==> config.mk <==
export PLATFORM = sky130hd
export DESIGN_NAME = bmdb_core
export DESIGN_NICKNAME = d
export VERILOG_FILES = /design/src/hw/bmdb_pkg.sv /design/src/hw/bmdb_core.sv /design/src/hw/bmdb_ext_acc.sv
export SDC_FILE = /design/constraint.sdc
export NUM_CORES = 1
export LEC_CHECK = 0
export ABC_CLOCK_PERIOD_IN_PS = 9800
export BUFFER_PORTS_ARGS = -buffer_cell sky130_fd_sc_hd__buf_2
export CAP_MARGIN = 20
export CORE_MARGIN = 2
export CORE_UTILIZATION = 61
export DETAILED_ROUTE_END_ITERATION = 16
export PLACE_DENSITY_LB_ADDON = 0.3
export SLEW_MARGIN = 20
export SYNTH_ARGS = -nofsm -noshare
export SYNTH_HDL_FRONTEND = slang
export SYNTH_HIERARCHICAL = 1
export SYNTH_SLANG_ARGS = --single-unit
==> constraint.sdc <==
create_clock -name CLK_I -period 9.8 [get_ports CLK_I]
set_clock_uncertainty 0.1 [all_clocks]
set_input_delay 1.96 -clock CLK_I [delete_from_list [all_inputs] [get_ports CLK_I]]
set_output_delay 1.96 -clock CLK_I [all_outputs]
set_load 0.01 [all_outputs]
==> src/hw/bmdb_pkg.sv <==
// Package: constants and types for bit memory ops and debug break unit
package bmdb_pkg;
   localparam int ADDR_W = 32;
   localparam int DATA_W = 32;
   // Instruction field positions
   localparam int CLASS_HI = 15;
   localparam int CLASS_LO = 13;
   localparam int OP1_HI = 12;
   localparam int OP1_LO = 10;
   localparam int OP2_HI = 9;
   localparam int OP2_LO = 8;
   localparam int BASE_HI = 7;
   localparam int BASE_LO = 4;
   localparam int ZERO_BIT = 3;
   localparam int IDX_HI = 2;
   localparam int IDX_LO = 0;
   localparam int EXT_W = 13;
   // Opcode values
   localparam logic [2:0] CLASS_BITOP = 3'h5;
   localparam logic [2:0] OP1_BITOP = 3'h4;
   localparam logic [1:0] OP2_BTST = 2'h2;
   localparam logic [1:0] OP2_BCLR = 2'h1;
   localparam logic [1:0] OP2_BSET = 2'h0;
   localparam logic [1:0] OP2_BNOT = 2'h3;
   localparam logic [15:0] OPC_BRK = 16'h0400;
   localparam logic [15:0] OPC_RETD = 16'h0440;
   localparam logic [2:0] CLASS_EXT = 3'h6;
   // Debug words, low and high vector bank
   localparam logic [31:0] DBG_VEC_LO = 32'h0000_0000;
   localparam logic [31:0] DBG_VEC_HI = 32'h0006_0000;
   localparam logic [31:0] DBG_PC_OFS = 32'h0000_0008;
   localparam logic [31:0] DBG_R0_OFS = 32'h0000_000C;
   localparam logic [31:0] PC_STEP = 32'h0000_0002;
   // Cycle counts
   localparam int BIT_CYCLES = 3;
   localparam int BRK_CYCLES = 10;
   localparam logic [3:0] BRK_LAST = 4'(BRK_CYCLES - 1);

   typedef enum logic [2:0] {
      BMDB_IDLE = 3'b000,
      BMDB_BREAD = 3'b001,
      BMDB_BWRITE = 3'b010,
      BMDB_BDONE = 3'b011,
      BMDB_KSAVE_PC = 3'b100,
      BMDB_KSAVE_R0 = 3'b101,
      BMDB_KVEC = 3'b110,
      BMDB_KWAIT = 3'b111
   } bmdb_state_t;

   // Memory request carrier
   typedef struct packed {
      logic req;
      logic we;
      logic byte_sz;
      logic [31:0] addr;
      logic [31:0] wdata;
   } bmdb_mreq_t;

   // Issued instruction carrier
   typedef struct packed {
      logic valid;
      logic [15:0] code;
      logic [31:0] pc;
      logic [31:0] base_val;
      logic [31:0] gr0_val;
   } bmdb_issue_t;
endpackage

==> src/hw/bmdb_core.sv <==
// Bit memory operation and debug break execution unit
`timescale 1ns/1ps
// Overview of operation
// (RULE1) Bit clear zeroes the indexed bit of the addressed byte in 3 cycles.
// (RULE2) Bit invert complements the indexed bit and writes back, 3 cycles.
// (RULE3) Bit set forces the indexed bit to one in 3 cycles.
// (RULE4) Bit test loads zero flag with inverted bit; memory untouched.
// (RULE5) One prefix adds a 13-bit zero-extended displacement to base.
// (RULE6) Two prefixes form 26-bit displacement, first prefix high half.
// (RULE7) Bit ops: class 15:13, op1, op2, base 7:4, bit3 zero, index 2:0.
// (RULE8) Break saves pc+2 at word 8 and register zero at word C, 10 cycles.
// (RULE9) Break then fetches handler vector and loads it into the pc.
// (RULE10) Break also enters debug mode.
// (RULE11) Debug mode is left only by the dedicated debug return.
// (RULE12) Clear, set and invert keep flags and do one byte read then one byte write.
module bmdb_core
   import bmdb_pkg::*;
#(
   parameter logic HIGH_VEC = 1'b0
)
(
   input wire logic CLK_I,
   input wire logic RESET_N_I,
   input wire bmdb_issue_t ISSUE_I,
   input wire logic MEM_ACK_I,
   input wire logic [31:0] MEM_RDATA_I,
   input wire logic Z_FLAG_I,
   output bmdb_mreq_t MEM_REQ_O,
   output logic BUSY_O,
   output logic DONE_O,
   output logic ILLEGAL_O,
   output logic Z_WE_O,
   output logic Z_VAL_O,
   output logic PC_WE_O,
   output logic [31:0] PC_VAL_O,
   output logic DEBUG_MODE_O
);
   // Refuse cycle counts the sequencer cannot serve
   if (BIT_CYCLES != 3 || BRK_CYCLES < 4) begin : g_bad_counts
      $error("bmdb_core: unsupported cycle counts");
   end

   bmdb_state_t state_ff, nxt_state;
   bmdb_mreq_t mreq_ff, nxt_mreq;
   logic [1:0] op_ff;
   logic [2:0] idx_ff;
   logic [31:0] addr_ff;
   logic [31:0] ret_pc_ff;
   logic [31:0] gr0_ff;
   logic [3:0] cyc_ff;
   logic busy_ff, done_ff, ill_ff, zwe_ff, zval_ff, pcwe_ff, dbg_ff;
   logic [31:0] pcval_ff;

   wire logic [15:0] code = ISSUE_I.code;
   wire logic idle = (state_ff == BMDB_IDLE);
   wire logic take = idle && ISSUE_I.valid;
   // Instruction decode
   wire logic is_bitop = code[CLASS_HI:CLASS_LO] == CLASS_BITOP &&
      code[OP1_HI:OP1_LO] == OP1_BITOP && !code[ZERO_BIT]; // RULE7
   wire logic is_ext = code[CLASS_HI:CLASS_LO] == CLASS_EXT;
   wire logic is_brk = code == OPC_BRK;
   wire logic is_retd = code == OPC_RETD;
   wire logic bad_fmt = code[CLASS_HI:CLASS_LO] == CLASS_BITOP &&
      code[OP1_HI:OP1_LO] == OP1_BITOP && code[ZERO_BIT]; // RULE7
   wire logic [1:0] dec_op = code[OP2_HI:OP2_LO]; // RULE7
   wire logic [2:0] bit_index_field = code[IDX_HI:IDX_LO]; // RULE7
   wire logic [31:0] eff_addr;
   wire logic [31:0] vec_base = HIGH_VEC ? DBG_VEC_HI : DBG_VEC_LO;
   wire logic [7:0] rd_byte = byte_of(MEM_RDATA_I, addr_ff[1:0]);
   wire logic sel_bit = rd_byte[idx_ff];
   wire logic [7:0] mask = 8'h01 << idx_ff;
   wire logic [7:0] new_byte = modify(rd_byte, mask, op_ff);

   // Byte lane pick from a word bus
   function automatic logic [7:0] byte_of(input logic [31:0] w,
                                          input logic [1:0] lane);
      byte_of = w[{lane, 3'b000} +: 8];
   endfunction

   // Read-modify for clear, set and invert
   function automatic logic [7:0] modify(input logic [7:0] b,
                                         input logic [7:0] m,
                                         input logic [1:0] op);
      unique case (op)
         OP2_BCLR: modify = b & ~m; // RULE1
         OP2_BSET: modify = b | m; // RULE3
         OP2_BNOT: modify = b ^ m; // RULE2
         OP2_BTST: modify = b;
      endcase
   endfunction

   bmdb_ext_acc u_ext (
      .clk_i(CLK_I),
      .reset_n_i(RESET_N_I),
      .ext_valid_i(take && is_ext),
      .ext_imm_i(code[12:0]),
      .consume_i(take && !is_ext),
      .base_i(ISSUE_I.base_val),
      .eff_addr_o(eff_addr) // RULE5 RULE6
   );

   // Next state and memory request
   always_comb begin
      nxt_state = state_ff;
      nxt_mreq = mreq_ff;
      unique case (state_ff)
         BMDB_IDLE: begin
            nxt_mreq = '0;
            if (take && is_bitop) begin
               nxt_state = BMDB_BREAD;
               nxt_mreq = '{1'b1, 1'b0, 1'b1, eff_addr, 32'h0}; // RULE12
            end else if (take && is_brk && !dbg_ff) begin
               nxt_state = BMDB_KSAVE_PC;
               nxt_mreq = '{1'b1, 1'b1, 1'b0, vec_base + DBG_PC_OFS,
                            ISSUE_I.pc + PC_STEP}; // RULE8
            end
         end
         BMDB_BREAD: if (MEM_ACK_I) begin
            // Test writes nothing but still spends the write slot
            if (op_ff == OP2_BTST) begin
               nxt_state = BMDB_BWRITE; // RULE4
               nxt_mreq = '0;
            end else begin
               nxt_state = BMDB_BWRITE;
               nxt_mreq = '{1'b1, 1'b1, 1'b1, addr_ff,
                            {4{new_byte}}}; // RULE12
            end
         end
         BMDB_BWRITE: if (MEM_ACK_I || op_ff == OP2_BTST) begin // RULE4
            nxt_state = BMDB_BDONE;
            nxt_mreq = '0;
         end
         BMDB_BDONE: nxt_state = BMDB_IDLE;
         BMDB_KSAVE_PC: if (MEM_ACK_I) begin
            nxt_state = BMDB_KSAVE_R0;
            nxt_mreq = '{1'b1, 1'b1, 1'b0, vec_base + DBG_R0_OFS,
                         gr0_ff}; // RULE8
         end
         BMDB_KSAVE_R0: if (MEM_ACK_I) begin
            nxt_state = BMDB_KVEC;
            nxt_mreq = '{1'b1, 1'b0, 1'b0, vec_base, 32'h0}; // RULE9
         end
         BMDB_KVEC: if (MEM_ACK_I) begin
            nxt_state = BMDB_KWAIT;
            nxt_mreq = '0;
         end
         BMDB_KWAIT: if (cyc_ff >= BRK_LAST) nxt_state = BMDB_IDLE; // RULE8
      endcase
   end

   // Sequencer registers
   always_ff @(posedge CLK_I or negedge RESET_N_I) begin
      if (!RESET_N_I) begin
         state_ff <= BMDB_IDLE;
         mreq_ff <= '0;
         op_ff <= 2'h0;
         idx_ff <= 3'h0;
         addr_ff <= 32'h0;
         ret_pc_ff <= 32'h0;
         gr0_ff <= 32'h0;
         cyc_ff <= 4'h0;
      end else begin
         state_ff <= nxt_state;
         mreq_ff <= nxt_mreq;
         cyc_ff <= idle ? 4'h0 : cyc_ff + 4'h1;
         if (take) begin
            op_ff <= dec_op;
            idx_ff <= bit_index_field;
            addr_ff <= eff_addr;
            ret_pc_ff <= ISSUE_I.pc + PC_STEP;
            gr0_ff <= ISSUE_I.gr0_val;
         end
      end
   end

   // Status outputs, flag and pc updates
   always_ff @(posedge CLK_I or negedge RESET_N_I) begin
      if (!RESET_N_I) begin
         busy_ff <= 1'b0;
         done_ff <= 1'b0;
         ill_ff <= 1'b0;
         zwe_ff <= 1'b0;
         zval_ff <= 1'b0;
         pcwe_ff <= 1'b0;
         pcval_ff <= 32'h0;
         dbg_ff <= 1'b0;
      end else begin
         busy_ff <= nxt_state != BMDB_IDLE;
         done_ff <= (state_ff == BMDB_BDONE) ||
            (state_ff == BMDB_KWAIT && nxt_state == BMDB_IDLE) ||
            (take && is_retd && dbg_ff);
         ill_ff <= take && (bad_fmt || (is_brk && dbg_ff) ||
            (is_retd && !dbg_ff));
         // Zero flag only written by the test op
         zwe_ff <= state_ff == BMDB_BREAD && MEM_ACK_I &&
            op_ff == OP2_BTST; // RULE4 RULE12
         zval_ff <= (state_ff == BMDB_BREAD && MEM_ACK_I) ? !sel_bit :
            Z_FLAG_I; // RULE4
         pcwe_ff <= state_ff == BMDB_KVEC && MEM_ACK_I; // RULE9
         if (state_ff == BMDB_KVEC && MEM_ACK_I)
            pcval_ff <= MEM_RDATA_I; // RULE9
         else if (take && is_retd && dbg_ff)
            pcval_ff <= ret_pc_ff;
         if (state_ff == BMDB_KVEC && MEM_ACK_I)
            dbg_ff <= 1'b1; // RULE10
         else if (take && is_retd)
            dbg_ff <= 1'b0; // RULE11
      end
   end

   assign MEM_REQ_O = mreq_ff;
   assign BUSY_O = busy_ff;
   assign DONE_O = done_ff;
   assign ILLEGAL_O = ill_ff;
   assign Z_WE_O = zwe_ff;
   assign Z_VAL_O = zval_ff;
   assign PC_WE_O = pcwe_ff;
   assign PC_VAL_O = pcval_ff;
   assign DEBUG_MODE_O = dbg_ff;
endmodule

==> src/hw/bmdb_ext_acc.sv <==
// Extension prefix accumulator and effective address adder
`timescale 1ns/1ps
module bmdb_ext_acc
   import bmdb_pkg::*;
(
   input wire logic clk_i,
   input wire logic reset_n_i,
   input wire logic ext_valid_i,
   input wire logic [12:0] ext_imm_i,
   input wire logic consume_i,
   input wire logic [31:0] base_i,
   output logic [31:0] eff_addr_o
);
   logic [1:0] ext_cnt_ff;
   logic [25:0] long_displacement_ff;
   logic [1:0] nxt_ext_cnt;
   logic [25:0] nxt_long_displacement;
   wire logic [31:0] disp_ext;

   // Shift prefixes in; first gives bits 25:13, second 12:0
   assign nxt_long_displacement = consume_i ? 26'h0 :
      ext_valid_i ? {long_displacement_ff[12:0], ext_imm_i} :
      long_displacement_ff; // RULE6
   assign nxt_ext_cnt = consume_i ? 2'h0 :
      (ext_valid_i && ext_cnt_ff != 2'h2) ? ext_cnt_ff + 2'h1 : ext_cnt_ff;
   // Zero-extended displacement; none when no prefix seen
   assign disp_ext = (ext_cnt_ff == 2'h0) ? 32'h0 :
      {6'h00, long_displacement_ff}; // RULE5
   assign eff_addr_o = base_i + disp_ext; // RULE5 RULE6

   // Prefix state
   always_ff @(posedge clk_i or negedge reset_n_i) begin
      if (!reset_n_i) begin
         ext_cnt_ff <= 2'h0;
         long_displacement_ff <= 26'h0;
      end else begin
         ext_cnt_ff <= nxt_ext_cnt;
         long_displacement_ff <= nxt_long_displacement;
      end
   end
endmodule

==> reports/metrics.cfg <==
[status]
outcome = complete, no violations

[route]
vias = 12400
wl_mm = 40.3
vias_per_cell = 6.10
antenna_left = 0
wl_per_cell_um = 19.9
drc = 0
firstDrtPassIters = 6
drtIter0Drc = 1087

[synth]
synth_ff_type = dfrtp_1
synth-seq-cells = 242
netlist_area_um2 = 13400
synth_edf_count = 0
synth_top_cells_by_area = dfrtp_1 45%, nand2_1 9.2%, mux2i_1 4.8%
synth_nets = 1724
syn-instance-count = 1523
syn_avg_cell_area_um2 = 8.83
synth_top_area_share_pct = 45.1
ys_warn_count = 6
synth_cell_types = 76
seq_area_frac_synth_pct = 45.1
synth_top_area_cell = dfrtp_1
async_flop_share_pct = 100

[timing]
setup_ws_ps = 5530
slew_viol_final = 0
finalHoldViolCount = 0
worst_pin_slew_ps = 1030
relSlewSlack_pct = 30.6
setup_violations = 0
holdWs_ps = 368
fmax_ghz = 0.234
fin_crit_sh_pct = 43.5
period_needed_ps = 4270
timing.setup.tns_ps = 0
rsz0062_at_grt = no

[clock_network]
post_cts_resized = 0
ctsRootBufferMaster = clkbuf_16
cts_buffer_depth = 3
cts_sinks = 242
postCtsSetupBuffers = 0
cts_hold_buf = 0
clk_latency_ps = 530
tritoncts = built
cts_max_level = 1
clk_pin_slew_ps = 60
cts_buffers = 25

[power]
leakagePower_nw = 7.85
peakVddDrop_mv = 0.170
power_density_nw_per_um2 = 281

[place]
dp.cells = 1983
dp.final_hpwl_mm = 29.2
place_area_um2 = 14800
place_worst_setup_slack_ps = 5020
io_buffer_count = 254
place_congestion = 0.954

[die]
rows = 54
die_x_um = 152
core-area_um2 = 21800
die-height_um = 152
ios = 255
dieArea_um2 = 23200
initial_utilization_pct = 61.8

[setup_path]
crit_required_ps = 10100
crit_fanout = 4
cp-end-kind = flip-flop
reg2reg_depth = 14
worst_ep_arrival_time_ps = 4560
start_kind = primary input
reg2reg_setup_slack_ps = 5680
critPathKind = primary input to flip-flop
r2r_start = u_ext/ext_cnt_ff[0]
r2r_end = MEM_REQ_O[58]

[layout]
final_nets = 1932
drive_gt1_share_pct = 19.7
syn_to_final_growth_pct = 16.7
fin_area_um2 = 15700
fillCellCount = 1705
layout.cells.non_filler = 2029

[worst_hold_path]
worstHoldStart = MEM_REQ_O[64]
worstHoldPathType = flip-flop to flip-flop
holdPathStages = 2
worstHoldEndpoint = MEM_REQ_O[64]

[global_routing]
grt_overflow = 0
grt_start_max_net_pins = 93
antenna_found_initial = 2
grt_pass1_vias = 11500
grt_use_total_pct = 33.7
grt_pass1_wl_mm = 62.6

[flow_run]
maxCapViolations = 0

[area by class of cell]
class,instances,area [µm²],share of cell area (%)
Sequential cell,242,6060,38.6
Clock inverter,6,109,0.694
Timing Repair Buffer,268,1410,8.97
Inverter,42,158,1.01
Clock buffer,37,711,4.53
Multi-Input combinational cell,1152,6890,43.9
Antenna cell,2,5.00,0.0319
Tap cell,280,350,2.23
[per-layer routing]
metal  vias up  wire (µm)  global-route usage [%]
li1       5701          -                       -
met5         -          0                       0
met4         0       2040                    14.9
met3       112       3530                    6.06
met2       613      18800                    53.0
met1      5957      16000                    46.3
[synth_stat cells (20+ instances only)]
cell        n
nor2b_1    29
nand3_1    26
clkbuf_1   56
a21oi_1    77
nand2_1   328
inv_1      42
buf_2      21
xor2_1     21
ha_1       51
a221oi_1   43
nor3_1     20
mux2i_1    64
xnor2_1    28
nor2_1    166
dfrtp_1   242
o21ai_0   108
[through the flow]
step / total power [W] / util (%)
after floorplan: 0.00277 / -
after global placement: 0.00333 / 68.2
after detailed placement: 0.00340 / 68.2
after CTS: 0.00439 / 71.9
after global routing: 0.00467 / 72.1
final: 0.00441 / 72.1
[where the power goes]
group / leakage (nW) / switching, W / total [W] / internal [W]
clock: 0.401 / 0.000396 / 0.000973 / 0.000578
sequential: 3.03 / 0.000357 / 0.00180 / 0.00145
combinational: 4.42 / 0.000991 / 0.00163 / 0.000643
[critical path, stage by stage]
cell      delay [ps]
buf_2            100
ha_1             220
fa_1             430
a211o_1          350
and4bb_1         220
nor4_2           170
o221ai_2         150
and3_4           230
a41oi_2          200
xnor2_1          100
a221oi_1         330
nor2_1            80
[how the worst max path moves through the flow]
stage                              startpoint            end
after floorplan                   ISSUE_I[32]  MEM_REQ_O[62]
after global placement            ISSUE_I[32]  MEM_REQ_O[62]
after detailed placement          ISSUE_I[32]  MEM_REQ_O[62]
after CTS                         ISSUE_I[32]  MEM_REQ_O[58]
after global routing      u_ext/ext_cnt_ff[0]  MEM_REQ_O[58]
final                             ISSUE_I[32]  MEM_REQ_O[58]
[layout by cell type, fill, tap and decap left out, types with 8 or more instances in the layout]
| master | count |
|---|---|
| and4_1 | 10 |
| clkbuf_1 | 8 |
| nand2_1 | 327 |
| nor2b_1 | 29 |
| inv_1 | 42 |
| dfrtp_1 | 242 |
| nor2_1 | 166 |
| clkbuf_16 | 25 |
| o21ai_0 | 108 |
| a221oi_1 | 43 |
| buf_4 | 13 |
| and3_1 | 9 |
| o31ai_1 | 8 |
| xor2_1 | 21 |
| buf_2 | 253 |
| nand4_1 | 15 |
| nor3_1 | 18 |
| o22ai_1 | 12 |
| o22a_1 | 10 |
| a21o_1 | 14 |
| ha_1 | 51 |
| nand3_1 | 26 |
| a21oi_1 | 76 |
| mux2i_1 | 64 |
| xnor2_1 | 28 |
| nor4_1 | 12 |
[logic make-up after synthesis]
logic type	after synthesis	synth area share, %
fa+ha+maj	52	4.90
compound gates	320	15.0
buf+inv	129	3.91
simple gates	658	22.1
xor+xnor	49	3.19
mux	73	5.77
flops	242	45.1
[sequential cells by signal, summed over array words and instances, names as in the netlist, 3 cells and up]
name	flops
cyc_ff	4
gr0_ff	32
idx_ff	3
ret_pc_ff	32
MEM_REQ_O	67
addr_ff	32
u_ext/long_displacement_ff	26
PC_VAL_O	32
state_ff	3
Note: power is estimated with default switching activity, not from simulation.
